`src/rtl/monitor_regs_pkg.sv`:
```
package monitor_regs_pkg;

  // register offsets on the management bus
  localparam logic [6:0] ADDR_MASK_ONE = 7'h43;
  localparam logic [6:0] ADDR_MASK_TWO = 7'h44;
  localparam logic [6:0] ADDR_SPARE = 7'h45;
  localparam logic [6:0] ADDR_INTR_CLR = 7'h46;
  localparam logic [6:0] ADDR_FAN_DIV = 7'h47;
  localparam logic [6:0] ADDR_SLAVE = 7'h48;
  localparam logic [6:0] ADDR_IDENT4 = 7'h49;
  localparam logic [6:0] ADDR_TEMP_CFG = 7'h4B;

  // power-on values
  localparam logic [7:0] RST_MASK = 8'h00;
  localparam logic [7:0] RST_SPARE = 8'h00;
  localparam logic [6:0] RST_INTR_CLR_LO = 7'h00;
  localparam logic [3:0] RST_FAN_DIV = 4'h5;
  localparam logic [4:0] RST_ADDR_HI = 5'h0B;
  localparam logic RST_ADDR_B7 = 1'b0;
  localparam logic [6:0] RST_IDENT4_HI = 7'h00;
  localparam logic [6:0] RST_TEMP_CFG_LO = 7'h01;
  localparam logic [7:0] READ_UNMAPPED = 8'h00;

  // field positions
  localparam int RESET_EN_BIT = 7;
  localparam int INTR_CLR_BIT = 7;
  localparam int INTR_STATUS_BIT = 4;
  localparam int TEMP_HALF_BIT = 7;

  // mask bits that gate a real status bit
  localparam logic [7:0] IMPL_MASK_ONE = 8'hDF;
  localparam logic [7:0] IMPL_MASK_TWO = 8'h13;

  // pulse timing on the reset and intrusion pins
  localparam int PULSE_MS = 20;
  localparam int CLK_HZ = 50_000_000;
  localparam int MS_PER_S = 1000;
  localparam int PULSE_CYCLES_DEF = (PULSE_MS * CLK_HZ + MS_PER_S - 1) / MS_PER_S;
  localparam int CNT_W = 20;

  typedef enum logic [1:0] {
    TEMP_REPEAT = 2'h0,
    TEMP_ONCE = 2'h1,
    TEMP_COMPARE = 2'h3
  } temp_mode_t;

  // both 00 and 11 select repetitive mode
  function automatic temp_mode_t tempModeOf(input logic [1:0] sel);
    case (sel)
      2'h1: tempModeOf = TEMP_ONCE;
      2'h2: tempModeOf = TEMP_COMPARE;
      default: tempModeOf = TEMP_REPEAT;
    endcase
  endfunction

  // 00 -> 1, 01 -> 2, 10 -> 4, 11 -> 8
  function automatic logic [3:0] divisorOf(input logic [1:0] sel);
    divisorOf = 4'h1 << sel;
  endfunction

endpackage

```
`src/rtl/pulse_if.sv`:
```
`timescale 1ns/100ps
`default_nettype none
interface pulse_if;
  logic start;
  logic active;
  logic done;
  modport timer (input start, output active, output done);
  modport ctrl (output start, input active, input done);
endinterface
`default_nettype wire

```
`src/rtl/pulse_timer.sv`:
```
`timescale 1ns/100ps
`default_nettype none
module pulse_timer
  import monitor_regs_pkg::*;
#(
  parameter int PULSE_CYCLES = PULSE_CYCLES_DEF
) (
  // clock and reset
  input wire logic sys_clk,
  input wire logic resetn,
  // request and pulse
  pulse_if.timer pulse
);

  typedef enum logic {T_IDLE = 1'b0, T_RUN = 1'b1} timer_state_t;

  localparam logic [CNT_W-1:0] LAST = CNT_W'(PULSE_CYCLES - 1);
  localparam logic [CNT_W-1:0] CNT_ZERO = '0;
  localparam logic [CNT_W-1:0] CNT_ONE = CNT_W'(1);

  timer_state_t state_q, state_d;
  logic [CNT_W-1:0] cnt_q, cnt_d;
  logic lastTick;

  assign lastTick = (state_q == T_RUN) && (cnt_q == LAST);

  always_comb begin
    state_d = state_q;
    cnt_d = cnt_q;
    case (state_q)
      T_IDLE: begin
        cnt_d = CNT_ZERO;
        if (pulse.start) begin
          state_d = T_RUN;
        end
      end
      T_RUN: begin
        // a new start while running is absorbed, never stretches the pulse
        cnt_d = cnt_q + CNT_ONE;
        if (lastTick) begin
          state_d = T_IDLE;
        end
      end
      default: state_d = T_IDLE;
    endcase
  end

  always_ff @(posedge sys_clk) begin
    if (!resetn) begin
      state_q <= T_IDLE;
      cnt_q <= CNT_ZERO;
    end else begin
      state_q <= state_d;
      cnt_q <= cnt_d;
    end
  end

  assign pulse.active = (state_q == T_RUN);
  assign pulse.done = lastTick;

  // helper: length of the current pulse
  logic [CNT_W-1:0] runLen_q;
  always_ff @(posedge sys_clk) begin
    if (!resetn) begin
      runLen_q <= CNT_ZERO;
    end else if (pulse.active) begin
      runLen_q <= runLen_q + CNT_ONE;
    end else begin
      runLen_q <= CNT_ZERO;
    end
  end

  pulse_length_a: assert property (@(posedge sys_clk) disable iff (!resetn)
    $fell(pulse.active) |-> (runLen_q == CNT_W'(PULSE_CYCLES)))
    else $error("pulse ended at the wrong length");

  pulse_start_a: assert property (@(posedge sys_clk) disable iff (!resetn)
    (!pulse.active && pulse.start) |=> pulse.active)
    else $error("start did not open a pulse");

endmodule // pulse_timer
`default_nettype wire

```
`src/rtl/monitor_mask_config.sv`:
```
`timescale 1ns/100ps
`default_nettype none
module monitor_mask_config
  import monitor_regs_pkg::*;
#(
  parameter int PULSE_CYCLES = PULSE_CYCLES_DEF
) (
  // clock and reset
  input wire logic sys_clk,
  input wire logic resetn,
  // register access from the serial bus engine
  input wire logic [6:0] regAddr,
  input wire logic regWrEn,
  input wire logic [7:0] regWrData,
  input wire logic regRdEn,
  output logic [7:0] regRdData,
  // configuration register side
  input wire logic cfgResetReq,
  input wire logic cfgIntrusionReq,
  input wire logic initReq,
  input wire logic alarmEnable,
  output logic cfgResetBit,
  output logic cfgIntrusionBit,
  // interrupt status
  input wire logic [7:0] statusOne,
  input wire logic [7:0] statusTwo,
  input wire logic intrusionStatusClr,
  output logic intrusionStatus,
  output logic alarmIntN,
  // chassis intrusion pin
  input wire logic chassisIntrusionIn,
  output logic chassisIntrusionOut,
  output logic chassisIntrusionOe,
  // reset output
  output logic resetOutN,
  // identification, straps and temperature
  input wire logic [4:0] voltageIdentInputs,
  input wire logic addrStrapHi,
  input wire logic addrStrapLo,
  input wire logic tempHalfLsb,
  // decoded settings
  output logic [3:0] tachOneDivisor,
  output logic [3:0] tachTwoDivisor,
  output logic [6:0] slaveAddress,
  output temp_mode_t tempIntMode
);

  // write decode
  wire wrMaskOne = regWrEn && (regAddr == ADDR_MASK_ONE);
  wire wrMaskTwo = regWrEn && (regAddr == ADDR_MASK_TWO);
  wire wrSpare = regWrEn && (regAddr == ADDR_SPARE);
  wire wrIntrClr = regWrEn && (regAddr == ADDR_INTR_CLR);
  wire wrFanDiv = regWrEn && (regAddr == ADDR_FAN_DIV);
  wire wrSlave = regWrEn && (regAddr == ADDR_SLAVE);
  wire wrIdent4 = regWrEn && (regAddr == ADDR_IDENT4);
  wire wrTempCfg = regWrEn && (regAddr == ADDR_TEMP_CFG);

  logic [7:0] maskOne_q;
  logic [7:0] maskTwo_q;
  logic [7:0] spare_q;
  logic [6:0] intrClrLo_q;
  logic [3:0] fanDiv_q;
  logic [4:0] addrHi_q;
  logic addrB7_q;
  logic [6:0] ident4Hi_q;
  logic [6:0] tempCfgLo_q;
  logic intrStatus_q;
  logic alarmIntN_q;
  logic [7:0] rdData_q;

  // pulse timers for the reset and intrusion pins
  pulse_if resetPulse();
  pulse_if intrPulse();

  pulse_timer #(.PULSE_CYCLES(PULSE_CYCLES)) resetTimer (
    .sys_clk(sys_clk),
    .resetn(resetn),
    .pulse(resetPulse.timer)
  );

  pulse_timer #(.PULSE_CYCLES(PULSE_CYCLES)) intrTimer (
    .sys_clk(sys_clk),
    .resetn(resetn),
    .pulse(intrPulse.timer)
  );

  wire resetEnable = maskTwo_q[RESET_EN_BIT];
  // request dropped, not queued, while the enable is low
  assign resetPulse.start = cfgResetReq && resetEnable;
  // either location starts the same pulse
  wire intrWriteOne = wrIntrClr && regWrData[INTR_CLR_BIT];
  assign intrPulse.start = intrWriteOne || cfgIntrusionReq;

  // control bits read as one exactly while their pulse runs
  wire intrClrBit = intrPulse.active;
  assign cfgIntrusionBit = intrClrBit;
  assign cfgResetBit = resetPulse.active;
  assign resetOutN = !resetPulse.active;
  assign chassisIntrusionOut = 1'b0;
  assign chassisIntrusionOe = intrPulse.active;

  // status set wins over a clear in the same cycle
  wire intrStatus_d = chassisIntrusionIn || (intrStatus_q && !intrusionStatusClr);
  assign intrusionStatus = intrStatus_q;

  // alarm gating
  wire [7:0] statusTwoAll = {statusTwo[7:INTR_STATUS_BIT+1], intrStatus_q,
                             statusTwo[INTR_STATUS_BIT-1:0]};
  wire [7:0] pendOne = statusOne & ~maskOne_q & IMPL_MASK_ONE;
  wire [7:0] pendTwo = statusTwoAll & ~maskTwo_q & IMPL_MASK_TWO;
  wire alarmAny = alarmEnable && ((|pendOne) || (|pendTwo));
  assign alarmIntN = alarmIntN_q;

  // register storage; init restores power-on values except 45h and 48h
  always_ff @(posedge sys_clk) begin
    if (!resetn || initReq) begin
      maskOne_q <= RST_MASK;
      maskTwo_q <= RST_MASK;
      intrClrLo_q <= RST_INTR_CLR_LO;
      fanDiv_q <= RST_FAN_DIV;
      ident4Hi_q <= RST_IDENT4_HI;
      tempCfgLo_q <= RST_TEMP_CFG_LO;
    end else begin
      if (wrMaskOne) begin
        maskOne_q <= regWrData;
      end
      if (wrMaskTwo) begin
        maskTwo_q <= regWrData;
      end
      if (wrIntrClr) begin
        intrClrLo_q <= regWrData[INTR_CLR_BIT-1:0];
      end
      if (wrFanDiv) begin
        fanDiv_q <= regWrData[7:4];
      end
      if (wrIdent4) begin
        ident4Hi_q <= regWrData[7:1];
      end
      if (wrTempCfg) begin
        tempCfgLo_q <= regWrData[6:0];
      end
    end
  end

  always_ff @(posedge sys_clk) begin
    if (!resetn) begin
      spare_q <= RST_SPARE;
      addrHi_q <= RST_ADDR_HI;
      addrB7_q <= RST_ADDR_B7;
    end else begin
      if (wrSpare) begin
        spare_q <= regWrData;
      end
      if (wrSlave) begin
        addrHi_q <= regWrData[6:2];
        addrB7_q <= regWrData[7];
      end
    end
  end

  always_ff @(posedge sys_clk) begin
    if (!resetn) begin
      intrStatus_q <= 1'b0;
      alarmIntN_q <= 1'b1;
    end else begin
      intrStatus_q <= intrStatus_d;
      alarmIntN_q <= !alarmAny;
    end
  end

  // read selection; live inputs are sampled into the read register
  wire [7:0] rdFanDiv = {fanDiv_q, voltageIdentInputs[3:0]};
  wire [7:0] rdSlave = {addrB7_q, addrHi_q, addrStrapHi, addrStrapLo};
  wire [7:0] rdIdent4 = {ident4Hi_q, voltageIdentInputs[4]};
  wire [7:0] rdTempCfg = {tempHalfLsb, tempCfgLo_q};
  wire [7:0] rdIntrClr = {intrClrBit, intrClrLo_q};
  wire [7:0] rdSel =
    (regAddr == ADDR_MASK_ONE) ? maskOne_q :
    (regAddr == ADDR_MASK_TWO) ? maskTwo_q :
    (regAddr == ADDR_SPARE) ? spare_q :
    (regAddr == ADDR_INTR_CLR) ? rdIntrClr :
    (regAddr == ADDR_FAN_DIV) ? rdFanDiv :
    (regAddr == ADDR_SLAVE) ? rdSlave :
    (regAddr == ADDR_IDENT4) ? rdIdent4 :
    (regAddr == ADDR_TEMP_CFG) ? rdTempCfg : READ_UNMAPPED;

  always_ff @(posedge sys_clk) begin
    if (!resetn) begin
      rdData_q <= READ_UNMAPPED;
    end else if (regRdEn) begin
      rdData_q <= rdSel;
    end
  end
  assign regRdData = rdData_q;

  // decoded settings; flops keep the outputs glitch free
  always_ff @(posedge sys_clk) begin
    if (!resetn) begin
      tachOneDivisor <= divisorOf(RST_FAN_DIV[1:0]);
      tachTwoDivisor <= divisorOf(RST_FAN_DIV[3:2]);
      slaveAddress <= {RST_ADDR_HI, 2'h0};
      tempIntMode <= tempModeOf(RST_TEMP_CFG_LO[1:0]);
    end else begin
      tachOneDivisor <= divisorOf(fanDiv_q[1:0]);
      tachTwoDivisor <= divisorOf(fanDiv_q[3:2]);
      slaveAddress <= {addrHi_q, addrStrapHi, addrStrapLo};
      tempIntMode <= tempModeOf(tempCfgLo_q[1:0]);
    end
  end

  mask_blocks_alarm_a: assert property (@(posedge sys_clk) disable iff (!resetn)
    ((statusOne & IMPL_MASK_ONE & ~maskOne_q) == 8'h00 &&
     (statusTwoAll & IMPL_MASK_TWO & ~maskTwo_q) == 8'h00) |=> alarmIntN)
    else $error("masked status reached the alarm output");

  alarm_raise_a: assert property (@(posedge sys_clk) disable iff (!resetn)
    (alarmEnable && (|pendOne)) |=> !alarmIntN)
    else $error("unmasked status did not raise the alarm");

  reset_ignored_a: assert property (@(posedge sys_clk) disable iff (!resetn)
    (cfgResetReq && !resetEnable && !resetPulse.active) |=> resetOutN)
    else $error("reset pulse without enable");

  reset_pulse_a: assert property (@(posedge sys_clk) disable iff (!resetn)
    (cfgResetReq && resetEnable && resetOutN) |=> (!resetOutN && cfgResetBit)[*8])
    else $error("reset pulse did not start or hold");

  intr_pin_a: assert property (@(posedge sys_clk) disable iff (!resetn)
    (intrWriteOne && !chassisIntrusionOe) |=> (chassisIntrusionOe && intrClrBit)[*4])
    else $error("intrusion pulse not driven");

  intr_status_a: assert property (@(posedge sys_clk) disable iff (!resetn)
    chassisIntrusionIn |=> intrusionStatus)
    else $error("intrusion status lost while input high");

  spare_store_a: assert property (@(posedge sys_clk) disable iff (!resetn)
    wrSpare |=> (spare_q == $past(regWrData)))
    else $error("spare byte did not store write");

  strap_read_a: assert property (@(posedge sys_clk) disable iff (!resetn)
    (regRdEn && regAddr == ADDR_SLAVE) |=> (regRdData[1:0] == $past({addrStrapHi, addrStrapLo})))
    else $error("address bits do not follow straps");

  temp_half_a: assert property (@(posedge sys_clk) disable iff (!resetn)
    (regRdEn && regAddr == ADDR_TEMP_CFG) |=> (regRdData[TEMP_HALF_BIT] == $past(tempHalfLsb)))
    else $error("temperature half bit wrong");

  fan_div_a: assert property (@(posedge sys_clk) disable iff (!resetn)
    wrFanDiv |=> ##1 (tachOneDivisor == divisorOf($past(regWrData[5:4], 2))))
    else $error("first divisor not taken from write");

  tach_two_a: assert property (@(posedge sys_clk) disable iff (!resetn)
    wrFanDiv |=> ##1 (tachTwoDivisor == divisorOf($past(regWrData[7:6], 2))))
    else $error("second divisor not taken from write");

  fan_ident_a: assert property (@(posedge sys_clk) disable iff (!resetn)
    (regRdEn && regAddr == ADDR_FAN_DIV) |=>
      (regRdData[3:0] == $past(voltageIdentInputs[3:0])))
    else $error("divisor low nibble does not follow ident inputs");

  ident_four_a: assert property (@(posedge sys_clk) disable iff (!resetn)
    (regRdEn && regAddr == ADDR_IDENT4) |=> (regRdData[0] == $past(voltageIdentInputs[4])))
    else $error("ident bit four not read back");

  slave_upper_a: assert property (@(posedge sys_clk) disable iff (!resetn)
    wrSlave |=> ##1 (slaveAddress[6:2] == $past(regWrData[6:2], 2)))
    else $error("slave address upper bits not taken from write");

  temp_mode_a: assert property (@(posedge sys_clk) disable iff (!resetn)
    wrTempCfg |=> ##1 (tempIntMode == tempModeOf($past(regWrData[1:0], 2))))
    else $error("temperature mode not taken from write");

  reset_enable_a: assert property (@(posedge sys_clk) disable iff (!resetn)
    $fell(resetOutN) |-> $past(resetEnable))
    else $error("reset pulse began without enable");

  clear_bit_read_a: assert property (@(posedge sys_clk) disable iff (!resetn)
    (regRdEn && regAddr == ADDR_INTR_CLR && !intrPulse.active) |=>
      !regRdData[INTR_CLR_BIT])
    else $error("clear bit read as one with no pulse running");

  mirror_write_a: assert property (@(posedge sys_clk) disable iff (!resetn)
    (intrWriteOne && !intrPulse.active) |=> cfgIntrusionBit)
    else $error("clear write not mirrored into configuration bit");

  status_clear_a: assert property (@(posedge sys_clk) disable iff (!resetn)
    (intrusionStatusClr && !chassisIntrusionIn) |=> !intrusionStatus)
    else $error("intrusion status not cleared");

  spare_read_a: assert property (@(posedge sys_clk) disable iff (!resetn)
    (regRdEn && regAddr == ADDR_SPARE) |=> (regRdData == $past(spare_q)))
    else $error("spare byte not read back");

endmodule // monitor_mask_config
`default_nettype wire

```
`config.mk`:
```
export PLATFORM = sky130hd
export DESIGN_NAME = monitor_mask_config
export DESIGN_NICKNAME = d
export VERILOG_FILES = /design/src/rtl/monitor_regs_pkg.sv /design/src/rtl/pulse_if.sv /design/src/rtl/pulse_timer.sv /design/src/rtl/monitor_mask_config.sv
export SDC_FILE = /design/constraint.sdc
export NUM_CORES = 1
export LEC_CHECK = 0
export ABC_AREA = 1
export BUFFER_PORTS_ARGS = -buffer_cell sky130_fd_sc_hd__buf_2
export CAP_MARGIN = 20
export CORE_MARGIN = 1.5
export CORE_UTILIZATION = 41
export DETAILED_ROUTE_END_ITERATION = 10
export PLACE_DENSITY = 0.66
export SYNTH_ARGS = -nofsm -noshare
export SYNTH_HDL_FRONTEND = slang
export SYNTH_SLANG_ARGS = --single-unit
```
`constraint.sdc`:
```
create_clock -name sys_clk -period 1.55 [get_ports sys_clk]
set_input_delay 0.31 -clock sys_clk [delete_from_list [all_inputs] [get_ports sys_clk]]
set_output_delay 0.31 -clock sys_clk [all_outputs]
set_load 0.02 [all_outputs]
```
==> metrics.md <==
| Metric | Value |
|---|---|
| Final instance area | `6952 um2` |
| Syn avg cell area | `7.439 um2` |
| CTS hold repair buffers | `0` |
| Fin crit share | `97.99%` |
| Ys Warns | `0` |
| Core ar. | `13140 um2` |
| Inst Count DP | `1000` |
| WL per Instance | `13.27 um` |
| Worst Setup Start Kind | `register` |
| DRT iter0 DRCs | `218` |
| # rows | `42` |
| Post-synth EDFFs | `0` |
| Area growth from synthesis to layout | `27.14%` |
| CP peak stage delay | `360 ps` |
| Total of max-cap violations | `0` |
| Initial antenna violation count | `0` |
| H-Tree Level Count | `4` |
| Gr usage total | `19.90%` |
| Max Slew Vio Count | `0` |
| Worst Slack Setup Final | `31.22 ps` |
| Count of final setup violators | `0` |
| DP Wirelength | `9633 um` |
| Buffers added on ports | `72` |
| Critical-path maximum fanout | `5` |
| Psw | `0.001612 W` |
| CTS clk-pin slew, worst paths | `50 ps` |
| CP Capture Type | `register` |
| Synth Net Count | `787` |
| Sequential share of the synthesized area | `45.40%` |
| Antenna viol nets, final | `0` |
| Worst R2R Setup Slack | `30 ps` |
| CP arrival | `1820 ps` |
| Die Y | `118.5 um` |
| Top Ports | `81` |
| Routability Congestion | `0.8239` |
| Synthesized netlist cell count | `735` |
| Clk sink count | `124` |
| Layout Cells excl Fill | `1036` |
| Maximum VDD drop | `0.6787 mV` |
| Final hold vios | `0` |
| Main synth FF type | `dfxtp_1` |
| Int Pwr | `0.005502 W` |
| Via count | `4988` |
| Req. time, crit path | `1850 ps` |
| Leakage | `2.864 nW` |
| Layout cell share with drive strength beyond 1 | `24.77%` |
| CP Class | `reg2reg` |
| Setup Skew | `5.701 ps` |
| Max Root-Sink Buffers | `2` |
| Combinational share of power | `4.9%` |
| CTS tree | `done` |
| Die width | `118.5 um` |
| Sw frac | `22.65%` |
| Tot Pwr | `0.007114 W` |
| FFs w/ async S/R, synth | `0%` |
| First-pass GRT wire length | `21870 um` |
| Initial core utilization | `41.62%` |
| RSZ-0062 raised after global routing | `true` |
| Worst skew pair latency | `410 ps` |
| Largest net degree at the start of global routing | `28` |
| Nets | `900` |
| Total Neg Setup Slack | `0 ps` |
| Clock power share | `49.9%` |
| Dpl cell area | `6251 um2` |
| Mapped cell area | `5468 um2` |
| Diode count | `0` |
| Sequential share of power | `45.3%` |
| Num CTS Buffers | `17` |
| Die area | `14040 um2` |
| Hold crit path type | `in2reg` |
| Max Clk Rate | `658.4 MHz` |
| Netlist cell types | `41` |
| Final WL | `13750 um` |
| Slowest-stage cell, CP | `dfxtp_4` |
| Final min period | `1519 ps` |
| DRT Pass-1 Iters | `5` |
| DR DRC count | `0` |
| Cell area power density | `1023 nW/um2` |
| Status | `finished clean` |
| Vias in the first global route | `4511` |
| DP Worst Slack | `-66.27 ps` |
| Worst-path cell chain | `ha_4 -> nand2_4 -> nor2_4 -> nand4_1 -> nor2_4 -> nand4_1 -> o21ai_1 -> a21oi_1` |
| Number of synthesized register bits | `124` |
| Total grt overflow | `0` |
| Vias per cell | `4.815` |
| Root buf cell | `clkbuf_16` |
## metal layers
| layer | wire [um] | vias up | track usage, % |
|---|---|---|---|
| met4 | 212 | 0 | 6.852 |
| met3 | 695 | 12 | 5.116 |
| met2 | 6730 | 105 | 33.28 |
| met5 | 0 | - | 0 |
| met1 | 6106 | 2241 | 24.89 |
| li1 | - | 2630 | - |
## worst max-delay path, delay by kind of cell (launching register included)
family / cells / cell delay [ps]
flops: 1 / 360
simple gates: 5 / 710
fa+ha+maj: 1 / 140
compound gates: 2 / 190
## cells in the final DEF, fill, tap and decap left out, types with 3 or more instances in the layout
cell type / count
nor3_1: 13
nand4_1: 17
a21oi_1: 79
a31oi_1: 3
nor2_1: 64
nand3_2: 4
nor2_4: 14
o21ai_1: 33
inv_1: 94
buf_12: 3
o21a_1: 4
xnor2_1: 3
xor2_1: 4
nand2_2: 10
nor3_4: 3
clkbuf_16: 17
nand2_1: 118
dfxtp_1: 120
nor2_2: 3
buf_2: 72
buf_4: 41
nand2_4: 3
o21ai_0: 33
clkbuf_8: 4
inv_2: 13
clkinv_2: 7
nand3_1: 47
## worst paths after layout
path	cells past startpoint	startpoint	to
worst max-delay path	8	resetTimer.cnt_q[1]$_SDFF_PN0_	resetTimer.cnt_q[14]$_SDFF_PN0_
worst min register to register	2	ident4Hi_q[0]$_SDFFE_PP0P_	ident4Hi_q[0]$_SDFFE_PP0P_
worst min-delay path	3	addrStrapLo	slaveAddress[0]$_SDFF_PN0_
worst max register to register	8	resetTimer.cnt_q[1]$_SDFF_PN0_	resetTimer.cnt_q[14]$_SDFF_PN0_
## kinds of logic (layout without fill, tap and decap cells)
| group | count (synthesis) | after routing | synth area share, % |
|---|---|---|---|
| AOI/OAI and AO/OA | 161 | 161 | 15.56 |
| xor gates and xnor gates | 7 | 7 | 1.121 |
| other | 1 | 1 | 0.06858 |
| DFF | 124 | 124 | 45.40 |
| adders and majority gates | 3 | 3 | 0.6866 |
| buffers and inverters | 130 | 255 | 9.840 |
| and+or+nand+nor | 309 | 309 | 27.32 |
## registers in the layout, indices dropped and copies added (netlist names)
signal	cells
fanDiv_q	4
addrB7_q	1
addrHi_q	5
tachOneDivisor	4
tempIntMode	2
intrTimer.cnt_q	20
resetTimer.pulse.active	1
intrusionStatus	1
intrClrLo_q	7
maskTwo_q	8
tempCfgLo_q	7
ident4Hi_q	7
maskOne_q	8
regRdData	8
tachTwoDivisor	4
intrTimer.pulse.active	1
alarmIntN	1
resetTimer.cnt_q	20
spare_q	8
slaveAddress	7
## layout make-up
class	instances	area, um2
sequential	124	2492
tap	176	220.2
clock inverter	8	42.54
fill	1240	6186
multi-input combinational	481	2570
timing repair buffer	116	728.2
inverter	108	410.4
clock buffer	23	488.0
## through the flow
step                      hold WS, ps  util [%]
after floorplan                 394.7         -
after global placement          423.5     47.58
after detailed placement        431.4     47.58
after CTS                       81.56     51.68
after global routing            104.3     52.91
final                           97.33     52.91
## Yosys cell counts (7+ instances only)
master | instances | share of area, %
dfxtp_1 | 124 | 45
nand2_1 | 121 | 8.3
inv_1 | 94 | 6.5
a21oi_1 | 79 | 7.2
nor2_1 | 64 | 4.4
nand3_1 | 50 | 4.6
o21ai_0 | 33 | 3.0
o21ai_1 | 33 | 3.0
nand4_1 | 17 | 1.9
inv_2 | 13 | 0.89
nor3_1 | 13 | 1.2
nand2_2 | 9 | 1.0
nor2_2 | 9 | 1.0
clkbuf_1 | 8 | 0.55
nor2_4 | 8 | 1.6
buf_4 | 7 | 0.96
## what timing repair did
item / 4_1_cts / 5_1_grt
cloned: 0 / 0
pin swaps: 0 / 12
endpoints found under the setup margin: 1 / 16
gates resized for setup: 0 / 29
setup buffers: 1 / 4
hold endpoints to repair: 0 / 0
## power by group through the flow
stage               clock [W]  sequential [W]  combinational [W]
floorplan                   0         0.00330           0.000165
CTS                   0.00361         0.00322           0.000347
finish                0.00355         0.00322           0.000347
global route          0.00372         0.00322           0.000383
detailed placement          0         0.00329           0.000344
global placement            0         0.00329           0.000345
(Power assumes the default switching activity.)
